$ cat src/shared/pfh_pkg.sv
// Constants, timing figures and enumerations for the parallel flash host.
package pfh_pkg;

  // ----------------------------------------------------------------
  // Bus widths and clock
  // ----------------------------------------------------------------
  localparam int PIN_ADDR_W = 24;
  localparam int DATA_W = 16;
  localparam int CLK_PERIOD_NS = 25;
  localparam int SYNC_STAGES = 2;
  localparam int TIMER_W = 8;

  // ----------------------------------------------------------------
  // Times in nanoseconds and their cycle counts
  // ----------------------------------------------------------------
  localparam int RANDOM_ACCESS_TIME_NS = 100;
  localparam int PAGE_ACCESS_TIME_NS = 30;
  localparam int SLEEP_EXTRA_NS = 30;
  localparam int CLEAR_PULSE_MIN_WIDTH_NS = 500;
  localparam int WRITE_PULSE_NS = 50;
  localparam int RESET_RECOVER_NS = 50;

  function automatic int pfh_ns_to_cycles(input int ns);
    int c;
    c = (ns + CLK_PERIOD_NS - 1) / CLK_PERIOD_NS;
    return (c < 1) ? 1 : c;
  endfunction : pfh_ns_to_cycles

  localparam logic [TIMER_W-1:0] RANDOM_ACCESS_CYC =
    TIMER_W'(pfh_ns_to_cycles(RANDOM_ACCESS_TIME_NS) + SYNC_STAGES);
  localparam logic [TIMER_W-1:0] PAGE_ACCESS_CYC =
    TIMER_W'(pfh_ns_to_cycles(PAGE_ACCESS_TIME_NS) + SYNC_STAGES);
  localparam logic [TIMER_W-1:0] CLEAR_PULSE_CYC =
    TIMER_W'(pfh_ns_to_cycles(CLEAR_PULSE_MIN_WIDTH_NS));
  localparam logic [TIMER_W-1:0] WRITE_PULSE_CYC = TIMER_W'(pfh_ns_to_cycles(WRITE_PULSE_NS));
  localparam logic [TIMER_W-1:0] RESET_RECOVER_CYC =
    TIMER_W'(pfh_ns_to_cycles(RESET_RECOVER_NS));

  // ----------------------------------------------------------------
  // Write buffer limits and reset values
  // ----------------------------------------------------------------
  localparam logic [5:0] BUF_MAX_WORDS = 6'h10;
  localparam logic [5:0] BUF_MAX_BYTES = 6'h20;
  localparam logic [15:0] RDATA_RESET = 16'h0000;

  // ----------------------------------------------------------------
  // Requests and states
  // ----------------------------------------------------------------
  typedef enum logic [2:0] {
    OP_READ = 3'h0,
    OP_WRITE = 3'h1,
    OP_BUF_OPEN = 3'h2,
    OP_BUF_LOAD = 3'h3,
    OP_RESET = 3'h4,
    OP_ACC_ON = 3'h5,
    OP_ACC_OFF = 3'h6
  } pfh_op_type;

  typedef enum logic [2:0] {
    ST_IDLE = 3'b000,
    ST_SETUP = 3'b001,
    ST_STROBE = 3'b011,
    ST_HOLD = 3'b010,
    ST_CLEAR = 3'b110,
    ST_RECOVER = 3'b111
  } pfh_state_type;

endpackage : pfh_pkg

$ cat src/shared/pfh_timer_if.sv
// Interface between the host sequencer and its cycle timer.
`timescale 1ns/1ps
interface pfh_timer_if;
  logic load;
  logic [pfh_pkg::TIMER_W-1:0] count;
  logic done;
  modport ctrl (output load, output count, input done);
  modport tmr (input load, input count, output done);
endinterface : pfh_timer_if

$ cat src/verilog/pfh_host.sv
// Host-side sequencer that drives the parallel flash pins.
`timescale 1ns/1ps
module pfh_host (
  input wire logic i_clock,
  input wire logic i_rst,
  input wire logic i_cke,
  input wire logic i_req,
  input wire pfh_pkg::pfh_op_type i_op,
  input wire logic [pfh_pkg::PIN_ADDR_W:0] i_addr,
  input wire logic [pfh_pkg::DATA_W-1:0] i_wdata,
  input wire logic i_byte_mode,
  output logic o_ready,
  output logic o_done,
  output logic o_refused,
  output logic o_reissue,
  output logic [pfh_pkg::DATA_W-1:0] o_rdata,
  output logic o_ce_n,
  output logic o_oe_n,
  output logic o_we_n,
  output logic o_reset_n,
  output logic o_byte_n,
  output logic o_high_program_voltage,
  output logic [pfh_pkg::PIN_ADDR_W-1:0] o_addr,
  output logic [pfh_pkg::DATA_W-1:0] o_dq_out,
  output logic [pfh_pkg::DATA_W-1:0] o_dq_oe,
  input wire logic [pfh_pkg::DATA_W-1:0] i_dq_in,
  input wire logic i_ready_busy
);
  import pfh_pkg::*;

  // ----------------------------------------------------------------
  // Pin synchronisers
  // ----------------------------------------------------------------
  logic [DATA_W-1:0] dq_meta;
  logic [DATA_W-1:0] dq_sync;
  logic rb_meta;
  logic rb_sync;

  always_ff @(posedge i_clock) begin
    if (i_rst) begin
      dq_meta <= '0;
      dq_sync <= '0;
      rb_meta <= 1'b1;
      rb_sync <= 1'b1;
    end else if (i_cke) begin
      dq_meta <= i_dq_in;
      dq_sync <= dq_meta;
      rb_meta <= i_ready_busy;
      rb_sync <= rb_meta;
    end
  end

  // ----------------------------------------------------------------
  // Request decode
  // ----------------------------------------------------------------
  pfh_state_type state;
  pfh_op_type op;
  logic acc_on;
  logic page_open;
  logic [PIN_ADDR_W-1:2] page_tag;
  logic [5:0] buf_cnt;
  logic read_hit;
  pfh_timer_if tif ();

  pfh_timer u_timer (
    .i_clock(i_clock),
    .i_rst(i_rst),
    .i_cke(i_cke),
    .t(tif.tmr)
  );

  wire take = i_req && o_ready && (state == ST_IDLE);
  wire is_read = (i_op == OP_READ);
  wire is_write = (i_op == OP_WRITE) || (i_op == OP_BUF_OPEN) || (i_op == OP_BUF_LOAD);
  wire [5:0] buf_limit = i_byte_mode ? BUF_MAX_BYTES : BUF_MAX_WORDS;
  // Anything but a plain program write or OP_ACC_OFF while high voltage is on could damage the part.
  wire acc_block = acc_on && (i_op != OP_WRITE) && (i_op != OP_ACC_OFF);
  wire buf_full = (i_op == OP_BUF_LOAD) && (buf_cnt >= buf_limit);
  wire refuse = acc_block || buf_full;
  wire [PIN_ADDR_W-1:0] pin_addr = i_byte_mode ? i_addr[PIN_ADDR_W:1] : i_addr[PIN_ADDR_W-1:0];
  // Only same-page reads with select held low may use the short time.
  wire page_hit = page_open && (pin_addr[PIN_ADDR_W-1:2] == page_tag)
    && (i_byte_mode == !o_byte_n);
  // The hit is latched at the take, because the width pin has moved by the time the timer loads.
  wire [TIMER_W-1:0] read_cyc = read_hit ? PAGE_ACCESS_CYC : RANDOM_ACCESS_CYC;
  wire start = take && !refuse;
  wire op_read = (op == OP_READ);

  // ----------------------------------------------------------------
  // Sequencer
  // ----------------------------------------------------------------
  pfh_state_type next_state;
  always_comb begin
    next_state = state;
    tif.load = 1'b0;
    tif.count = '0;
    unique case (state)
      ST_IDLE: begin
        if (start && (is_read || is_write)) begin
          next_state = ST_SETUP;
        end else if (start && (i_op == OP_RESET)) begin
          next_state = ST_CLEAR;
          tif.load = 1'b1;
          tif.count = CLEAR_PULSE_CYC;
        end
      end
      ST_SETUP: begin
        next_state = ST_STROBE;
        tif.load = 1'b1;
        tif.count = op_read ? read_cyc : WRITE_PULSE_CYC;
      end
      ST_STROBE: begin
        if (tif.done) begin
          next_state = ST_HOLD;
        end
      end
      ST_HOLD: begin
        next_state = ST_IDLE;
      end
      ST_CLEAR: begin
        if (tif.done) begin
          next_state = ST_RECOVER;
          tif.load = 1'b1;
          tif.count = RESET_RECOVER_CYC;
        end
      end
      ST_RECOVER: begin
        if (tif.done) begin
          next_state = ST_IDLE;
        end
      end
      default: begin
        next_state = ST_IDLE;
      end
    endcase
  end

  always_ff @(posedge i_clock) begin
    if (i_rst) begin
      state <= ST_IDLE;
      op <= OP_READ;
      read_hit <= 1'b0;
    end else if (i_cke) begin
      state <= next_state;
      if (take) begin
        op <= i_op;
        read_hit <= page_hit;
      end
    end
  end

  // ----------------------------------------------------------------
  // Pin drive
  // ----------------------------------------------------------------
  always_ff @(posedge i_clock) begin
    if (i_rst) begin
      o_ce_n <= 1'b1;
      o_oe_n <= 1'b1;
      o_we_n <= 1'b1;
      o_reset_n <= 1'b1;
      o_byte_n <= 1'b1;
      o_addr <= '0;
      o_dq_out <= '0;
      o_dq_oe <= '0;
    end else if (i_cke) begin
      if (start && (is_read || is_write)) begin
        o_ce_n <= 1'b0;
        o_byte_n <= !i_byte_mode;
        o_addr <= pin_addr;
        o_dq_out <= i_byte_mode ? {i_addr[0], 7'h00, i_wdata[7:0]} : i_wdata;
        o_dq_oe <= i_byte_mode ? 16'h8000 : 16'h0000;
      end else if (start && (i_op == OP_RESET)) begin
        o_ce_n <= 1'b1;
        o_reset_n <= 1'b0;
      end
      if (state == ST_SETUP) begin
        o_oe_n <= !op_read;
        o_we_n <= op_read;
        if (!op_read) begin
          o_dq_oe <= (!o_byte_n) ? 16'h80FF : 16'hFFFF;
        end
      end
      if (state == ST_STROBE && tif.done) begin
        o_oe_n <= 1'b1;
        o_we_n <= 1'b1;
      end
      // Select stays low after a read so that the next read may hit the page.
      if (state == ST_HOLD && !op_read) begin
        o_ce_n <= 1'b1;
        o_dq_oe <= '0;
      end
      if (state == ST_CLEAR && tif.done) begin
        o_reset_n <= 1'b1;
      end
    end
  end

  // ----------------------------------------------------------------
  // Status, data and bookkeeping
  // ----------------------------------------------------------------
  always_ff @(posedge i_clock) begin
    if (i_rst) begin
      o_ready <= 1'b1;
      o_done <= 1'b0;
      o_refused <= 1'b0;
      o_reissue <= 1'b0;
      o_rdata <= RDATA_RESET;
      o_high_program_voltage <= 1'b0;
      acc_on <= 1'b0;
      page_open <= 1'b0;
      page_tag <= '0;
      buf_cnt <= '0;
    end else if (i_cke) begin
      o_done <= 1'b0;
      o_refused <= take && refuse;
      o_reissue <= take && !refuse && (i_op == OP_RESET) && !rb_sync;
      o_ready <= (next_state == ST_IDLE);
      if (start && (i_op == OP_ACC_ON || i_op == OP_ACC_OFF)) begin
        acc_on <= (i_op == OP_ACC_ON);
        o_high_program_voltage <= (i_op == OP_ACC_ON);
        o_done <= 1'b1;
      end
      if (start && (i_op == OP_BUF_OPEN || i_op == OP_RESET)) begin
        buf_cnt <= '0;
      end else if (start && i_op == OP_BUF_LOAD) begin
        buf_cnt <= buf_cnt + 6'h01;
      end
      if (state == ST_STROBE && tif.done && op_read) begin
        o_rdata <= (!o_byte_n) ? {8'h00, dq_sync[7:0]} : dq_sync;
        page_open <= 1'b1;
        page_tag <= o_addr[PIN_ADDR_W-1:2];
      end
      // Any write or reset raises select, so the next read pays full time again.
      if ((start && !is_read) || (state == ST_HOLD && !op_read)) begin
        page_open <= 1'b0;
      end
      if ((state == ST_HOLD) || (state == ST_RECOVER && tif.done)) begin
        o_done <= 1'b1;
      end
    end
  end
endmodule : pfh_host

$ cat src/verilog/pfh_timer.sv
// Down-counter that flags the last cycle of a loaded interval.
`timescale 1ns/1ps
module pfh_timer (
  input wire logic i_clock,
  input wire logic i_rst,
  input wire logic i_cke,
  pfh_timer_if.tmr t
);
  import pfh_pkg::*;

  logic [TIMER_W-1:0] cnt;

  // A load of N makes done show in the Nth cycle after the load.
  // Done must not look at load: the sequencer reloads on done, which would close a loop.
  assign t.done = (cnt == TIMER_W'(1));

  always_ff @(posedge i_clock) begin
    if (i_rst) begin
      cnt <= '0;
    end else if (i_cke) begin
      if (t.load) begin
        cnt <= t.count;
      end else if (cnt != '0) begin
        cnt <= cnt - TIMER_W'(1);
      end
    end
  end

endmodule : pfh_timer
$ cat config.mk
export PLATFORM = sky130hd
export DESIGN_NAME = pfh_host
export DESIGN_NICKNAME = d
export VERILOG_FILES = /design/src/shared/pfh_pkg.sv /design/src/shared/pfh_timer_if.sv /design/src/verilog/pfh_host.sv /design/src/verilog/pfh_timer.sv
export SDC_FILE = /design/constraint.sdc
export NUM_CORES = 1
export LEC_CHECK = 0
export BUFFER_PORTS_ARGS = -buffer_cell sky130_fd_sc_hd__clkbuf_2
export CAP_MARGIN = 20
export CELL_PAD_IN_SITES_DETAIL_PLACEMENT = 1
export CELL_PAD_IN_SITES_GLOBAL_PLACEMENT = 1
export CORE_ASPECT_RATIO = 0.5
export CORE_MARGIN = 2
export CORE_UTILIZATION = 25
export CTS_CLUSTER_SIZE = 24
export DETAILED_ROUTE_END_ITERATION = 8
export PLACE_DENSITY = 0.57
export SYNTH_ARGS = -nofsm -noshare
export SYNTH_HDL_FRONTEND = slang
export SYNTH_SLANG_ARGS = --single-unit
$ cat constraint.sdc
create_clock -name i_clock -period 2.25 [get_ports i_clock]
set_clock_uncertainty 0.05 [all_clocks]
set_input_delay 0.1125 -clock i_clock [delete_from_list [all_inputs] [get_ports i_clock]]
set_output_delay 0.1125 -clock i_clock [all_outputs]
set_load 0.01 [all_outputs]
# Yosys cells after proc, flatten, opt, wreduce, memory -nomap -nowiden
# Cells that the tools add are included.
[word_totals]
out_inout_bits = 82
reg_bits = 160
[op_classes]
eq_ne = 17
reduce_logical = 56
muxes = 44
n_addsub = 2
order_cmp = 1
[op_table]
columns = ["operator", "n"]
rows = [
  ["$mux 16", 7],
  ["$mux 24", 1],
  ["$eq 22x22->1", 1],
  ["$logic_and 1x1->1", 21],
  ["$mux 3", 6],
  ["$mux 6", 3],
  ["$reduce_and 2->1", 9],
  ["$mux 1", 17],
  ["$mux 8", 2],
  ["$eq 3x3->1 const B", 5],
  ["$mux 15", 1],
  ["$pmux 3 s5", 1],
  ["$pmux 5 s3", 1],
  ["$eq 3x2->1 const B", 4],
  ["$logic_not 3->1", 4],
  ["$mux 5", 2],
  ["$reduce_bool 2->1", 5],
  ["$eq 8x1->1 const B", 1],
  ["$logic_or 1x1->1", 8],
  ["$reduce_bool 8->1", 1],
  ["$sub 8x1->8 const B", 1],
  ["$add 6x1->6 const B", 1],
  ["$eq 3x1->1 const B", 2],
  ["$ge 6x6->1", 1],
  ["other kinds (9)", 15],
]

# Longest topological paths before layout
[depth]
word_depth = 12
ltp_mapped = 11
ltp_nobuf = 7

# By module
# Synthesis repeated with hierarchy kept, for this count alone.
[hier_totals]
hier_cells = 777
hier_area_um2 = 6861.6
[by_module_without_submodules]
columns = ["module", "cells_per_inst", "area_each_um2", "instances"]
rows = [
  ["pfh_host", 706, 6291.0, 1],
  ["pfh_timer", 71, 570.5, 1],
]

# Least setup slack after synthesis
# Ideal clock, no wire load.
[synth_timing]
kind = "input-to-reg"
startpoint = "in i_byte_mode"
endpoint = "reg o_dq_oe[15] (netlist name)"
required_ps = 2083
stages = 10
arrival_time_ps = 2214
path_slack_ps = -131
setup_time_ps = 117
cell_sequence = "clkbuf_1 -> buf_2 -> clkinv_1 -> ha_1 -> nand4b_1 -> o211a_1 -> o2111a_1 -> buf_4 -> a21o_1 -> a32o_1"
[synth_between]
elab_chain_cells = 11
word_cells_on_any_way = 12
classes_between = "1 x order compare; 6 x mux; 5 x reduce/logical"
[synth_rtl]
columns = ["item", "line", "source"]
rows = [
  ["start, declared", "pfh_host.sv:11", "input wire logic i_byte_mode,"],
  ["$mux 6 *", "pfh_host.sv:75", "wire [5:0] buf_limit = i_byte_mode ? BUF_MAX_BYTES : BUF_MAX_WORDS;"],
  ["via buf_limit[4]", "pfh_host.sv:75", ""],
  ["$ge 6x6->1 *", "pfh_host.sv:78", "wire buf_full = (i_op == OP_BUF_LOAD) && (buf_cnt >= buf_limit);"],
  ["$logic_and 1x1->1 *", "pfh_host.sv:78", ""],
  ["$logic_or 1x1->1 *", "pfh_host.sv:79", "wire refuse = acc_block || buf_full;"],
  ["$logic_not 1->1 *", "pfh_host.sv:86", "wire start = take && !refuse;"],
  ["$logic_and 1x1->1 *", "pfh_host.sv:86", ""],
  ["$logic_and 1x1->1 *", "pfh_host.sv:166", "if (start && (is_read || is_write)) begin"],
  ["$mux 16 *", "pfh_host.sv:166", ""],
  ["$mux 16", "pfh_host.sv:179", "if (!op_read) begin"],
  ["$mux 16 *", "pfh_host.sv:176", "if (state == ST_SETUP) begin"],
  ["$mux 16 *", "pfh_host.sv:188", "if (state == ST_HOLD && !op_read) begin"],
  ["end signal, assigned", "pfh_host.sv:171", "o_dq_oe <= i_byte_mode ? 16'h8000 : 16'h0000;"],
  ["end signal, assigned", "pfh_host.sv:180", "o_dq_oe <= (!o_byte_n) ? 16'h80FF : 16'hFFFF;"],
  ["end, declared", "pfh_host.sv:25", "output logic [pfh_pkg::DATA_W-1:0] o_dq_oe,"],
]
# Mark *: on every way through the listed nets, which the timed path passes. The rest lies on a longest branch.
# A chain may end at the register's enable or synchronous reset.

# Worst setup path in the final report
[layout_timing]
startpoint = "reg buf_cnt[4]"
endpoint = "reg o_dq_oe[9] (netlist name)"
[layout_between]
elab_chain_cells = 10
[layout_rtl]
columns = ["item", "line", "source"]
rows = [
  ["start, declared", "pfh_host.sv:61", "logic [5:0] buf_cnt;"],
  ["start signal, assigned", "pfh_host.sv:226", "buf_cnt <= buf_cnt + 6'h01;"],
  ["$ge 6x6->1 *", "pfh_host.sv:78", ""],
  ["$logic_and 1x1->1 *", "pfh_host.sv:78", ""],
  ["$logic_or 1x1->1 *", "pfh_host.sv:79", ""],
  ["$logic_not 1->1 *", "pfh_host.sv:86", ""],
  ["$logic_and 1x1->1 *", "pfh_host.sv:86", ""],
  ["$logic_and 1x1->1 *", "pfh_host.sv:166", ""],
  ["$mux 16 *", "pfh_host.sv:166", ""],
  ["$mux 16", "pfh_host.sv:179", ""],
  ["$mux 16 *", "pfh_host.sv:176", ""],
  ["$mux 16 *", "pfh_host.sv:188", ""],
]
# Mark *: on every way between the ends. The rest lies on a longest branch, timed or not.

==> out/qor.yml <==
run_status: "complete, no violations"
cap_violations: 0
crit_path_max_fanout: 7
remaining_drc_errors: 0
clock_power_share: 0.393
grt_max_degree: 124
core_mm2: 0.0275
grt_pass1_wl_um: 35700
power.internal_w: 0.00508
tritoncts: "done"
dpl.cell_count: 1273
netlist_area_mm2: 0.00696
synthesis.nets: 846
p_leak_nw: 3.78
synthTopCellsByCount: "160 x dfxtp_1, 101 x nand2_1, 80 x a21oi_1"
grt_pass1_vias: 6536
fillers: 3264
start_util: 0.253
p_switching_w: 0.00201
cts_root_buffer: "clkbuf_16"
die_w_um: 240
power_frac_comb: 0.169
p_total_w: 0.00709
rsz0062_at_grt: "no"
hpwl_um: 15500
worstPathArrival_ns: 2.44
synthArstFlopShare: 0
pin_count: 148
drtAntennaViolNets: 0
antenna_found_initial: 0
setup_viol: 0
grt-ovfl-total: 0
cp-start-kind: "flop"
yosysTopAreaCellShare: 0.460
drt-pass1-iter-count: 4
synth.distinct_cells: 66
tightest_slew_ns: 0.639
post-route-period-util: 0.952
routedWlPerCell_um: 16.8
cts_buffers: 17
hold_viol_final: 0
gp_congestion: 0.743
io_buffers: 147
criticalPathCategory: "reg2reg"
ys_dominant_reg_cell: "dfxtp_1"
diodes: 0
grt_use_total: 0.157
clock_sinks: 160
maxSlewViolCount: 0
seqPwrFrac: 0.438
synth_top_cells_by_area: "dfxtp_1 46%, mux2i_1 9.9%, a21oi_1 5.8%, nand2_1 5.4%, a211oi_1 3.3%"
drt-total-wl_um: 22500
cts.path.max_buffers: 2
powerDensity_mw_per_mm2: 774
vdd_ir_drop_max_uv: 570
vias: 6266
ys_seq_elements: 160
timing.slew.headroom: 0.574
vias_per_cell: 4.67
nNetsFinal: 1020
max_freq_mhz: 467
htree_levels: 4
die_area_mm2: 0.0293
crit_path_end_kind: "flop"
synthCells: 773
required_ns: 2.55
synth_edf_count: 0
stdcell_count: 1342
p_sw_frac: 0.284
synth-warning-count: 0
yosysTopAreaCell: "dfxtp_1"
rrSetupSlack_ns: 0.11
hp-class: "in2reg"
die_y_um: 122
placementRows: 43
syn_to_final_growth_pct: 31.8
seq_area_frac_synth: 0.460
worstSkewPairLatency_ns: 0.43
finalCriticalPeriod_ns: 2.14
drtIter0Drc: 270
clk_pin_slew_worst_paths_ns: 0.06
final_layout_size_suffix_gt1_frac: 0.235
yosysMostFrequentCell: "dfxtp_1"
avgSynthCellArea_um2: 9.00
==> power by group through the flow <==
stage                     sequential (W)  clock, W  combinational, W
after global placement           0.00317         0           0.00113
final                            0.00311   0.00279           0.00120
after detailed placement         0.00317         0           0.00115
after CTS                        0.00311   0.00288           0.00121
after floorplan                  0.00315         0          0.000776
after global routing             0.00312   0.00300           0.00133
==> worst paths after layout <==
check | from | end | cells after the start
max reg2reg | buf_cnt[4]$_SDFFE_PP0P_ | o_dq_oe[9]$_SDFFE_PP0P_ | 7
max | buf_cnt[4]$_SDFFE_PP0P_ | o_dq_oe[9]$_SDFFE_PP0P_ | 7
min reg2reg | o_rdata[11]$_SDFFE_PP0P_ | o_rdata[11]$_SDFFE_PP0P_ | 2
min | i_rst | o_oe_n$_SDFFE_PP1P_ | 3
==> worst max-delay path, stage by stage, from the launching register on <==
cell and delay, ns:
dfxtp_1 0.37, inv_1 0.07, ha_1 0.27, nand4b_1 0.11, o211a_1 0.24, o2111a_2 0.33, o311a_4 0.43, nor3_1 0.18
==> routing by layer <==
layer / GRT usage / routed length (um) / vias to the layer above
met5: 0 / 0 / -
met4: 0.0524 / 395 / 0
met3: 0.0329 / 593 / 23
met2: 0.281 / 11600 / 49
met1: 0.188 / 9970 / 3112
li1: - / - / 3082
==> timing repair <==
action | CTS | global route
buffers inserted | 0 | 0
hold endpoints to repair | 38 | 0
setup endpoints to repair | 0 | 19
hold buffers | 37 | 0
gates resized for setup | 0 | 3
==> placed cells by master, fill, tap and decap left out, drive strengths merged, types with 3 or more instances in the layout <==
| master | n |
|---|---|
| a31oi | 5 |
| ha | 7 |
| nand3 | 23 |
| inv | 13 |
| a41o | 7 |
| nand3b | 6 |
| clkinv | 4 |
| o311a | 8 |
| a21oi | 81 |
| nand4 | 4 |
| clkbuf | 169 |
| buf | 35 |
| dlygate4sd3 | 37 |
| clkinvlp | 3 |
| dfxtp | 160 |
| nor3 | 18 |
| nor2 | 63 |
| nor4 | 9 |
| nand2 | 102 |
| a21o | 11 |
| a211oi | 32 |
| nand2b | 6 |
| and3 | 3 |
| mux2i | 69 |
| o21ai | 11 |
| xnor2 | 22 |
| or3 | 4 |
| xor2 | 6 |
| o31ai | 4 |
==> per-stage QoR <==
| stage | cell area (um2) | TNS, ns | setup slack [ns] | util | hold WS (ns) |
|---|---|---|---|---|---|
| after CTS | 9150 | 0 | 0.0138 | 0.332 | 0.000389 |
| after floorplan | 6960 | 0 | 0.0485 | - | 0.191 |
| after detailed placement | 8230 | -0.0475 | -0.0196 | 0.299 | 0.305 |
| final | 9170 | 0 | 0.109 | 0.333 | 0.00476 |
| after global routing | 9170 | 0 | 0.000384 | 0.333 | 0.0186 |
| after global placement | 8230 | 0 | 0.0765 | 0.299 | 0.294 |
==> flip-flops by register name, indices dropped and copies added, names as in the netlist, 3 cells and up <==
signal and cells:
o_dq_out 16, o_dq_oe 16, o_rdata 16, o_addr 24, dq_meta 16, page_tag 22, u_timer.cnt 8, state 3
dq_sync 16, op 3, buf_cnt 6
==> cell families after synthesis <==
logic type / synth area share
buffers and inverters: 0.0471
multiplexers: 0.103
adder cells (fa/ha/maj): 0.0126
AO/OA/AOI/OAI: 0.172
XOR/XNOR: 0.0353
AND/OR/NAND/NOR: 0.170
flip-flops: 0.460
==> final cells by class <==
cell class | instances | area [um2] | share of cell area
Sequential cell | 160 | 3200 | 0.349
Clock buffer | 24 | 472 | 0.0515
Inverter | 13 | 50.0 | 0.00546
Timing Repair Buffer | 217 | 1430 | 0.156
Clock inverter | 8 | 80.1 | 0.00874
Multi-Input combinational cell | 538 | 3450 | 0.376
Tap cell | 382 | 478 | 0.0521
No activity file was read; power rests on OpenSTA's default activity.
